### config.mk
export PLATFORM = sky130hd
export DESIGN_NAME = pixel_clock_out_spoof
export DESIGN_NICKNAME = d
export VERILOG_FILES = /design/src/pixel_clock_out_pkg.sv /design/src/pixel_clock_out_spoof.sv
export SDC_FILE = /design/constraint.sdc
export NUM_CORES = 1
export LEC_CHECK = 0
export CORE_AREA = 2 2 153 95
export DETAILED_ROUTE_END_ITERATION = 6
export DIE_AREA = 0 0 155 97
export DONT_BUFFER_PORTS = 1
export HOLD_SLACK_MARGIN = 0.12
export PLACE_DENSITY_LB_ADDON = 0.25
export SLEW_MARGIN = 20
export SYNTH_ARGS = -nofsm -noshare
export SYNTH_HDL_FRONTEND = slang
export SYNTH_SLANG_ARGS = --single-unit
### constraint.sdc
create_clock -name clk_sys -period 4.4 [get_ports clk_sys]
set_clock_uncertainty 0.1 [all_clocks]
set_input_delay 0.22 -clock clk_sys [delete_from_list [all_inputs] [get_ports clk_sys]]
set_output_delay 0.22 -clock clk_sys [all_outputs]
set_load 0.02 [all_outputs]
### src/pixel_clock_out_pkg.sv
// package for the output pixel clock and spoof-frame block
// assumes the register port carries 16-bit data at 8-bit register numbers
package pixel_clock_out_pkg;
  localparam logic [7:0] OFS_CLK12 = 8'h0e;
  localparam logic [7:0] OFS_CLK3 = 8'h0f;
  localparam logic [7:0] OFS_WIDTH = 8'h10;
  localparam logic [7:0] OFS_HEIGHT = 8'h11;
  localparam logic [15:0] CLK12_RST = 16'h0501;
  localparam logic [7:0] CLK3_RST = 8'h03;
  localparam logic [11:0] WIDTH_RST = 12'h640;
  localparam logic [11:0] HEIGHT_RST = 12'h258;
  // field positions
  localparam int DIV_ONE_LSB = 0;
  localparam int SLEW_ONE_LSB = 5;
  localparam int DIV_TWO_LSB = 8;
  localparam int SLEW_TWO_LSB = 13;
  localparam int DIV_THREE_LSB = 0;
  localparam int SLEW_THREE_LSB = 5;
  typedef enum logic [1:0] {SRC_ONE, SRC_TWO, SRC_THREE} src_e;
  typedef enum logic [1:0] {FR_IDLE, FR_LINE, FR_GAP} frame_e;
endpackage : pixel_clock_out_pkg

### src/pixel_clock_out_spoof.sv
// output pixel clock generation with adaptive source selection, and spoof framing
// assumes all inputs are synchronous to clk_sys; buffer level comes from the output buffer
`timescale 1ns/1ps
// Function
// (RL1) second source divides master clock by bits 11:8, reset 5, zero means one.
// (RL2) adaptive: first source steps to second at half buffer fullness.
// (RL3) third source divides master clock by bits 3:0, reset 3, zero means one.
// (RL4) adaptive: second source steps to third at three quarters fullness.
// (RL5) output slew follows the setting of the source currently in use.
// (RL6) each line-valid assertion carries exactly spoof-width data bytes.
// (RL7) software programs the spoof width with an even byte count.
// (RL8) spoof height field is 12 bits, reset value 600.
// (RL9) height lines per frame, unless ignore-height set.
// (RL10) step down below half and below quarter; every frame starts on first source.
// (RL11) first source divides master clock by its divisor, zero means one.
// (RL12) source changes only at an output clock period boundary.
module pixel_clock_out_spoof #(
  parameter int LVL_W = 11,
  parameter int DEPTH = 1024
) (
  input wire logic clk_sys,
  input wire logic nrst,
  input wire logic [7:0] reg_addr,
  input wire logic [15:0] reg_wdata,
  input wire logic reg_wr,
  output logic [15:0] reg_rdata,
  input wire logic adaptive_en,
  input wire logic spoof_en,
  input wire logic ignore_height,
  input wire logic [LVL_W-1:0] buf_level,
  input wire logic frame_start,
  input wire logic data_done,
  input wire logic [7:0] byte_in,
  input wire logic byte_in_valid,
  output logic byte_take,
  output logic pixel_clock_out,
  output logic [2:0] slew_out,
  output logic frame_valid,
  output logic line_valid,
  output logic [7:0] data_out
);
  // a full buffer level must itself be representable on buf_level
  if (LVL_W < 2 || DEPTH < 4 || DEPTH >= (1 << LVL_W)) begin : g_bad_cfg
    $error("pixel_clock_out_spoof: DEPTH must be below 2**LVL_W and at least 4");
  end

  logic [15:0] clk12_r;
  logic [7:0] clk3_r;
  logic [11:0] width_r;
  logic [11:0] height_r;
  logic [15:0] rdata_r;
  pixel_clock_out_pkg::src_e src_r;
  pixel_clock_out_pkg::src_e src_nxt;
  pixel_clock_out_pkg::frame_e fr_r;
  logic [3:0] cur_div_r;
  logic [3:0] div_cnt_r;
  logic pclk_r;
  logic [2:0] slew_r;
  logic start_pend_r;
  logic fv_r;
  logic lv_r;
  logic [7:0] dout_r;
  logic take_r;
  logic [11:0] byte_cnt_r;
  logic [11:0] line_cnt_r;

  // effective divisors, zero behaves as one
  wire [3:0] raw_one = clk12_r[pixel_clock_out_pkg::DIV_ONE_LSB +: 4];
  wire [3:0] raw_two = clk12_r[pixel_clock_out_pkg::DIV_TWO_LSB +: 4];
  wire [3:0] raw_three = clk3_r[pixel_clock_out_pkg::DIV_THREE_LSB +: 4];
  wire [3:0] eff_one = (raw_one == 4'h0) ? 4'h1 : raw_one; // RL11
  wire [3:0] eff_two = (raw_two == 4'h0) ? 4'h1 : raw_two; // RL1
  wire [3:0] eff_three = (raw_three == 4'h0) ? 4'h1 : raw_three; // RL3
  wire [2:0] slew_one = clk12_r[pixel_clock_out_pkg::SLEW_ONE_LSB +: 3];
  wire [2:0] slew_two = clk12_r[pixel_clock_out_pkg::SLEW_TWO_LSB +: 3];
  wire [2:0] slew_three = clk3_r[pixel_clock_out_pkg::SLEW_THREE_LSB +: 3];

  // fullness thresholds, widened so the products cannot overflow
  wire [LVL_W+2:0] lvl2 = {2'h0, buf_level, 1'h0};
  wire [LVL_W+2:0] lvl4 = {1'h0, buf_level, 2'h0};
  wire [LVL_W+2:0] dep1 = (LVL_W+3)'(DEPTH);
  wire [LVL_W+2:0] dep3 = (LVL_W+3)'(3 * DEPTH);
  wire at_half = lvl2 >= dep1;
  wire at_3q = lvl4 >= dep3;
  wire below_q = lvl4 < dep1;

  wire tick = (div_cnt_r == cur_div_r - 4'h1);
  wire start_take = tick && start_pend_r && spoof_en && (fr_r == pixel_clock_out_pkg::FR_IDLE);
  wire wr_clk12 = reg_wr && (reg_addr == pixel_clock_out_pkg::OFS_CLK12);
  wire wr_clk3 = reg_wr && (reg_addr == pixel_clock_out_pkg::OFS_CLK3);
  wire wr_width = reg_wr && (reg_addr == pixel_clock_out_pkg::OFS_WIDTH);
  wire wr_height = reg_wr && (reg_addr == pixel_clock_out_pkg::OFS_HEIGHT);
  wire line_more = byte_cnt_r != width_r;
  // byte_take is seen one cycle late, so at divisor one every other byte is padding
  // rather than a repeat of the byte just consumed
  wire byte_ok = byte_in_valid && !take_r;
  wire frame_over = ignore_height ? data_done : (line_cnt_r == height_r); // RL9

  // one step per period, so a jump from first to third passes through second
  always_comb begin
    src_nxt = src_r;
    if (start_take || !adaptive_en) begin
      src_nxt = pixel_clock_out_pkg::SRC_ONE; // RL10
    end else begin
      case (src_r)
        pixel_clock_out_pkg::SRC_ONE: if (at_half) src_nxt = pixel_clock_out_pkg::SRC_TWO; // RL2
        pixel_clock_out_pkg::SRC_TWO: begin
          if (at_3q) src_nxt = pixel_clock_out_pkg::SRC_THREE; // RL4
          else if (below_q) src_nxt = pixel_clock_out_pkg::SRC_ONE; // RL10
        end
        pixel_clock_out_pkg::SRC_THREE: if (!at_half) src_nxt = pixel_clock_out_pkg::SRC_TWO; // RL10
        default: src_nxt = pixel_clock_out_pkg::SRC_ONE;
      endcase
    end
  end

  wire [3:0] div_nxt = (src_nxt == pixel_clock_out_pkg::SRC_TWO) ? eff_two :
                       (src_nxt == pixel_clock_out_pkg::SRC_THREE) ? eff_three : eff_one;
  wire [2:0] slew_nxt = (src_nxt == pixel_clock_out_pkg::SRC_TWO) ? slew_two :
                        (src_nxt == pixel_clock_out_pkg::SRC_THREE) ? slew_three : slew_one;
  wire [3:0] cnt_nxt = tick ? 4'h0 : div_cnt_r + 4'h1;
  wire [3:0] div_use = tick ? div_nxt : cur_div_r;
  // low for the first half of a period, data moves at the falling edge
  wire pclk_nxt = cnt_nxt >= {1'h0, div_use[3:1]};

  wire [15:0] rd_mux = (reg_addr == pixel_clock_out_pkg::OFS_CLK12) ? clk12_r :
                       (reg_addr == pixel_clock_out_pkg::OFS_CLK3) ? {8'h00, clk3_r} :
                       (reg_addr == pixel_clock_out_pkg::OFS_WIDTH) ? {4'h0, width_r} :
                       (reg_addr == pixel_clock_out_pkg::OFS_HEIGHT) ? {4'h0, height_r} : 16'h0000;

  always_ff @(posedge clk_sys or negedge nrst) begin
    if (!nrst) begin
      clk12_r <= pixel_clock_out_pkg::CLK12_RST;
      clk3_r <= pixel_clock_out_pkg::CLK3_RST;
      width_r <= pixel_clock_out_pkg::WIDTH_RST;
      height_r <= pixel_clock_out_pkg::HEIGHT_RST; // RL8
      rdata_r <= 16'h0000;
    end else begin
      if (wr_clk12) clk12_r <= reg_wdata & 16'hefff;
      if (wr_clk3) clk3_r <= reg_wdata[7:0] & 8'hef;
      if (wr_width) width_r <= reg_wdata[11:0];
      if (wr_height) height_r <= reg_wdata[11:0];
      rdata_r <= rd_mux;
    end
  end

  // divisor and slew are only reloaded when a period has completed
  always_ff @(posedge clk_sys or negedge nrst) begin
    if (!nrst) begin
      src_r <= pixel_clock_out_pkg::SRC_ONE;
      cur_div_r <= 4'h1;
      div_cnt_r <= 4'h0;
      pclk_r <= 1'b1;
      slew_r <= 3'h0;
      start_pend_r <= 1'b0;
    end else begin
      div_cnt_r <= cnt_nxt;
      pclk_r <= pclk_nxt;
      if (tick) begin
        src_r <= src_nxt; // RL12
        cur_div_r <= div_nxt; // RL12
        slew_r <= slew_nxt; // RL5
      end
      // a new request wins over the take in the same cycle
      if (frame_start) start_pend_r <= 1'b1;
      else if (start_take) start_pend_r <= 1'b0;
    end
  end

  always_ff @(posedge clk_sys or negedge nrst) begin
    if (!nrst) begin
      fr_r <= pixel_clock_out_pkg::FR_IDLE;
      fv_r <= 1'b0;
      lv_r <= 1'b0;
      dout_r <= 8'h00;
      take_r <= 1'b0;
      byte_cnt_r <= 12'h000;
      line_cnt_r <= 12'h000;
    end else begin
      take_r <= 1'b0;
      if (tick) begin
        case (fr_r)
          pixel_clock_out_pkg::FR_IDLE: begin
            if (start_take) begin
              fv_r <= 1'b1;
              byte_cnt_r <= 12'h000;
              line_cnt_r <= 12'h000;
              fr_r <= pixel_clock_out_pkg::FR_LINE;
            end
          end
          pixel_clock_out_pkg::FR_LINE: begin
            if (line_more) begin
              // starved lines are padded with zero bytes up to the width
              lv_r <= 1'b1; // RL6
              dout_r <= byte_ok ? byte_in : 8'h00;
              take_r <= byte_ok;
              byte_cnt_r <= byte_cnt_r + 12'h001; // RL6
            end else begin
              lv_r <= 1'b0;
              line_cnt_r <= line_cnt_r + 12'h001;
              fr_r <= pixel_clock_out_pkg::FR_GAP;
            end
          end
          pixel_clock_out_pkg::FR_GAP: begin
            byte_cnt_r <= 12'h000;
            if (frame_over) begin
              fv_r <= 1'b0; // RL9
              fr_r <= pixel_clock_out_pkg::FR_IDLE;
            end else begin
              fr_r <= pixel_clock_out_pkg::FR_LINE;
            end
          end
          default: fr_r <= pixel_clock_out_pkg::FR_IDLE;
        endcase
      end
    end
  end

  assign reg_rdata = rdata_r;
  assign byte_take = take_r;
  assign pixel_clock_out = pclk_r;
  assign slew_out = slew_r;
  assign frame_valid = fv_r;
  assign line_valid = lv_r;
  assign data_out = dout_r;

  // helper logic for the checks below
  logic height_wr_seen_r;
  always_ff @(posedge clk_sys or negedge nrst) begin
    if (!nrst) height_wr_seen_r <= 1'b0;
    else if (wr_height) height_wr_seen_r <= 1'b1;
  end
endmodule : pixel_clock_out_spoof

==> results.yml, run 1 <==
logic_synthesis:
  syn_area_per_cell_um2: 11.2
  ys_ff_latch: 113
  synth_top_flop_cell: "dfrtp_1"
  ys_types: 56
  synth_cells: 481
  synth_nets: 540
  synth_warnings: 0
  synth_edf_count: 0
  synthesis.area_um2: 5390
  synthArstFlopShare_pct: 100
  ys_seq_area_share_pct: 52.8
floorplanning:
  die_h_um: 97
  core_um2: 13500
  rows: 33
  io_pins: 83
  fp.dieArea_um2: 15000
  die_x_um: 155
  start_util_pct: 39.9
placement:
  port_buffers: 0
  hpwl_um: 9670
  place.gp.congestion: 0.825
  post-place-ws_ns: 1.05
timing:
  slew_headroom_pct: 32.0
  drv_slew: 0
  hold_slack_ns: 0.129
  setup_ws_ns: 0.986
  finalCritPeriodShare_pct: 77.6
  tns_ns: 0
  hold_viol_final: 0
  max_freq_mhz: 293
  tightest_slew_ns: 1.01
  fin_crit_ns: 3.41
  setup_viol: 0
  rsz0062_at_grt: "no"
worst_setup_path:
  worst_path_largest_cell_delay_ns: 0.62
  path_buf_inv: 1
  endpoint_kind: "flop"
  crit_family: "compound AO/OA/AOI/OAI gates"
  crit_path_top_delay_cell: "o21ai_1"
  critical_path_required_ns: 4.64
  worst_setup_path_start_kind: "flop"
  cp_max_fo: 12
  cp.arrival_ns: 3.65
  critical_path_class: "reg -> reg"
  cp_cell_sequence: "inv_1 -> nand3_1 -> o21ai_0 -> o21ai_1 -> o22ai_1 -> a21oi_1 -> ha_1 -> nand2b_1 -> a21o_1 -> a211o_1"
detailed_routing:
  via_count: 3989
  vias_per_cell: 5.63
  drt-wirelength-per-cell_um: 19.8
  first_pass_iters: 5
  drt-initial-drc-count: 252
  drt_wl_total_um: 14000
  drc_errors: 0
  ant_nets: 0
finish:
  utilization_pct: 48.2
  drive_above_1_share_pct: 19.7
  nFillCells: 1222
  final_nets: 578
  area_delta_synth_final_pct: 20.7
grt:
  grt_pass1_vias: 4138
  track_usage_pct: 19.7
  grt_pass1_wl_um: 22600
  grt_overflow: 0
  grt_max_degree: 114
  antenna_found_initial: 1
cts:
  cts_tree: "done"
  cts-root-buf: "clkbuf_16"
  numCtsBuffers: 17
  cts.sinks: 113
  h-tree-depth: 4
  clock_path_buffers: 2
  clkTransAtPathRegs_ns: 0.06
  cts_setup_buffers: 0
  clock_latency_ns: 0.42
pwr:
  pwr-share-seq_pct: 39.2
  p_sw_mw: 1.40
  powerDensity_nw_per_um2: 591
  clockPowerShare_pct: 35.6
  intPower_mw: 2.44
  power_frac_comb_pct: 25.1
  p_total_mw: 3.85
  ir_drop_mv: 0.271
  sw_frac_of_total_pct: 36.5
  p_leak_nw: 2.95
min_path:
  hp-class: "in -> reg"
run:
  maxCapViolCount: 0
status:
  status: "completed"
## cell usage after synthesis (all sizes together), types with 3 or more instances
| cell | number | share of area (%) |
|---|---|---|
| a221o | 6 | 1.1 |
| dfstp | 14 | 6.8 |
| dfrtp | 99 | 46 |
| nand4 | 8 | 1.2 |
| a21oi | 15 | 1.4 |
| o21ai | 22 | 2.0 |
| a222oi | 5 | 0.93 |
| or4 | 5 | 0.70 |
| xor2 | 19 | 3.1 |
| mux2i | 6 | 1.1 |
| a2111oi | 5 | 0.81 |
| a211oi | 3 | 0.42 |
| o22ai | 13 | 1.5 |
| nor2 | 17 | 1.2 |
| nor4 | 6 | 0.70 |
| or2 | 3 | 0.35 |
| nand2b | 7 | 0.81 |
| mux2 | 46 | 9.6 |
| clkbuf | 16 | 1.1 |
| inv | 19 | 1.3 |
| a21o | 4 | 0.56 |
| and2 | 6 | 0.70 |
| xnor2 | 21 | 3.4 |
| buf | 4 | 0.51 |
| nand2 | 39 | 2.7 |
| a22o | 5 | 0.81 |
| ha | 7 | 1.6 |
| nand3 | 14 | 1.3 |
| or3 | 6 | 0.70 |
| o31ai | 5 | 0.70 |
| nor3 | 15 | 1.6 |
## tightest hold or removal path, cell delays in order
cell     delay, ns
nor2b_1       0.22
nand2_1       0.10
o21ai_0       0.06
## placed cells by master (no fill, tap or decap), drive strengths merged, types with 8 or more instances in the layout
cell type,Yosys,final
dfrtp,99,99
mux2,46,46
nand2,39,39
dlygate4sd3,0,33
inv,19,31
o21ai,22,22
xnor2,21,21
xor2,19,19
nor2,17,17
clkbuf,16,17
a21oi,15,15
nor3,15,15
nand3,14,14
dfstp,14,14
o22ai,13,13
nand4,8,8
## path summary, 6_finish.rpt
kind / startpoint / to / slack, ns / depth (start not counted)
max in group asynchronous: nrst / width_r[11] / 3.41 / 2
hold / removal: byte_in_valid / data_out[1] / 0.13 / 3
setup reg to reg: fr_r[0] / pixel_clock_out / 0.99 / 10
hold reg to reg: clk12_r[4] / reg_rdata[4] / 0.40 / 2
min in group asynchronous: nrst / frame_valid / 0.30 / 2
setup / recovery: fr_r[0] / pixel_clock_out / 0.99 / 10
## per-stage QoR
stage,std cells,cell area [µm²]
global route,708,6510
detailed placement,641,5560
CTS,707,6510
finish,708,6510
floorplan,481,5390
global placement,641,5560
## cell families after synthesis
| logic type | after synthesis | share of synthesized area (%) |
|---|---|---|
| buffers and inverters | 39 | 2.97 |
| AO/OA/AOI/OAI | 95 | 12.0 |
| flip-flops | 113 | 52.8 |
| multiplexers | 52 | 10.7 |
| other | 1 | 0.0696 |
| AND/OR/NAND/NOR | 133 | 12.9 |
| XOR/XNOR | 41 | 6.94 |
| adder cells (fa/ha/maj) | 7 | 1.62 |
## flip-flops by register name, indices dropped and copies added, names as in the netlist
register and flops:
start_pend_r 1, height_r 12, slew_out 3, byte_cnt_r 12
width_r 12, frame_valid 1, clk3_r 7, cur_div_r 4
src_r 2, data_out 8, div_cnt_r 4, line_valid 1
byte_take 1, line_cnt_r 12, fr_r 2, reg_rdata 15
pixel_clock_out 1, clk12_r 15
## power groups by stage
stage	Clock (mW)	Sequential, mW	Combinational [mW]
after global routing	1.45	1.53	1.10
final	1.37	1.51	0.966
after CTS	1.39	1.51	0.968
after floorplan	0	1.45	0.733
after detailed placement	0	1.52	0.904
after global placement	0	1.52	0.852
## metal layers
metal	part of all wire (%)	GRT usage [%]
met1	50	29.3
met2	43	27.7
met3	6.8	6.32
met4	0.62	4.77
met5	0	0
## timing repair
action | 4_1_cts | 5_1_grt
gates resized for setup | 0 | 0
hold buffers | 34 | 0
endpoints found under the hold margin | 173 | 0
## area by class of cell
class / count / area (µm²) / area share, %
Antenna cell: 1 / 2.50 / 0.0384
Inverter: 19 / 71.3 / 1.10
Clock buffer: 17 / 425 / 6.54
Clock inverter: 15 / 159 / 2.44
Tap cell: 175 / 219 / 3.36
Timing Repair Buffer: 39 / 395 / 6.07
Multi-Input combinational cell: 329 / 2390 / 36.7
Sequential cell: 113 / 2850 / 43.7
Power figures use the tool's default switching activity.
==> run 2, diff against run 1 <==
==> constraint.sdc (replaced) <==
create_clock -name clk_sys -period 2.8 [get_ports clk_sys]
set_clock_uncertainty 0.1 [all_clocks]
set_input_delay 0.14 -clock clk_sys [delete_from_list [all_inputs] [get_ports clk_sys]]
set_output_delay 0.14 -clock clk_sys [all_outputs]
set_load 0.02 [all_outputs]
==> results.yml, run 2 (synthesis results as in run 1) <==
floorplanning:
  die_x_um: 155
  rows: 33
  fp.dieArea_um2: 15000
  die_h_um: 97
  core_um2: 13500
  start_util_pct: 39.9
  io_pins: 83
finish:
  drive_above_1_share_pct: 24.2
  final_nets: 611
  utilization_pct: 50.5
  final_cell_mix: "dfrtp_1 (99), mux2_2 (46), dlygate4sd3_1 (45)"
  final_common_cell: "dfrtp_1"
  area_delta_synth_final_pct: 26.4
  final_area_um2: 6810
  antenna-diode-count: 0
pwr:
  clockPowerShare_pct: 32.0
  sw_frac_of_total_pct: 35.9
  powerDensity_nw_per_um2: 916
  power_frac_comb_pct: 30.0
  pwr-share-seq_pct: 37.9
  p_leak_nw: 3.08
  p_sw_mw: 2.24
  ir_drop_mv: 0.390
  intPower_mw: 4.00
placement:
  place.gp.congestion: 0.858
  hpwl_um: 9790
  placed_area_um2: 5730
  port_buffers: 0
detailed_routing:
  vias_per_cell: 5.50
  ant_nets: 0
  drt-initial-drc-count: 288
  drc_errors: 0
  drt-wirelength-per-cell_um: 19.2
  drt_wl_total_um: 14200
  via_count: 4069
  first_pass_iters: 5
grt:
  antenna_found_initial: 0
  globalRouteMet1Util_pct: 30.7
  grt_overflow: 0
  grt_busiest_layer: "met1"
  grt_pass1_vias: 4042
  grt_pass1_wl_um: 22700
  track_usage_pct: 19.9
  grt_max_degree: 114
  grt.met2_usage_pct: 25.9
  use_met3_pct: 6.63
worst_setup_path:
  path_depth: 9
  critical_path_class: "reg -> reg"
  cp-endpoint: "byte_cnt_r[7]"
  cp_max_fo: 4
  cp.arrival_ns: 2.96
  path_buf_inv: 2
  regToRegStartpoint: "cur_div_r[0]"
  cp_cell_sequence: "inv_1 -> ha_1 -> xor3_1 -> nor3_4 -> buf_4 -> nand4_4 -> or4_1 -> or3_1 -> a21oi_1"
  endpoint_kind: "flop"
  worst_setup_path_start_kind: "flop"
  r2r_end: "byte_cnt_r[7]"
  reg2reg_depth: 9
  worst_path_largest_cell_delay_ns: 0.52
  crit_start: "cur_div_r[0]"
  crit_family: "simple AND/OR/NAND/NOR gates"
  critical_path_required_ns: 3.04
  rrSetupSlack_ns: 0.08
  crit_path_top_delay_cell: "dfstp_2"
cts:
  cts_tree: "done"
  h-tree-depth: 4
  cts-root-buf: "clkbuf_16"
  clkTransAtPathRegs_ns: 0.06
  clock_path_buffers: 2
  numCtsBuffers: 17
  clock_latency_ns: 0.42
  cts.sinks: 113
timing:
  finalCritPeriodShare_pct: 97.0
  max_freq_mhz: 368
  rsz0062_at_grt: "yes"
  drv_slew: 0
  tightest_slew_ns: 0.804
  hold_viol_final: 113
  hold_slack_ns: -0.677
  slew_headroom_pct: 46.3
  setup_viol: 0
  fin_crit_ns: 2.72
status:
  violations: "hold timing"
  status: "complete, but fails checks"
min_path:
  hp-class: "in -> async"
run:
  maxCapViolCount: 0
-- run 2: per-layer routing --
layer  share of wire, %  wire length, µm
met4               0.46               65
met1                 51             7240
met3                7.3             1040
met5                  0                0
met2                 41             5850
-- run 2: power by group through the flow --
stage | Sequential (mW) | Combinational [mW] | Clock [mW]
floorplan | 2.28 | 1.19 | 0
global placement | 2.38 | 1.55 | 0
detailed placement | 2.39 | 1.61 | 0
CTS | 2.36 | 1.73 | 2.03
global route | 2.41 | 2.09 | 2.13
finish | 2.37 | 1.88 | 2.00
-- run 2: final cells by class --
class / instances / area, µm²
multi-input cells: 329 / 2460
well taps: 175 / 219
repair buffers: 72 / 669
fillers: 1220 / 6690
clock inverters: 15 / 121
flip-flops and latches: 113 / 2850
inverters: 19 / 71.3
clock buffers: 17 / 425
-- run 2: worst min path at each step --
stage,cells past startpoint,start,slack (ns),to
after floorplan,0,nrst,-0.26,byte_cnt_r[0]
after global placement,0,nrst,-0.25,line_cnt_r[7]
after detailed placement,0,nrst,-0.25,line_cnt_r[0]
after CTS,0,nrst,-0.69,line_cnt_r[1]
after global routing,0,nrst,-0.70,clk12_r[3]
final,0,nrst,-0.68,line_cnt_r[1]
-- run 2: what timing repair did --
action	4_1_cts	5_1_grt
hold endpoints to repair	177	114
hold buffers	44	1
setup buffers	3	2
pin swaps	0	4
endpoints found under the setup margin	1	19
gates resized for setup	0	12
-- run 2: worst reg2reg max path, delay by kind of cell, from the launching register on --
kind,cells,cell delay [ns]
xor+xnor,1,0.22
flops,1,0.52
compound gates,1,0.15
simple gates,4,1.24
buf+inv,2,0.21
fa+ha+maj,1,0.20
-- run 2: metrics by stage --
step                      std cells  power, mW  hold WS [ns]  setup TNS, ns  setup WS [ns]
final                           740       6.24        -0.677              0         0.0838
after global routing            740       6.63        -0.698         -0.117        -0.0378
after CTS                       738       6.13        -0.689              0        0.00969
after detailed placement        659       4.00        -0.249              0         0.0136
after global placement          659       3.93        -0.249              0         0.0683
after floorplan                 481       3.47        -0.256              0         0.0100
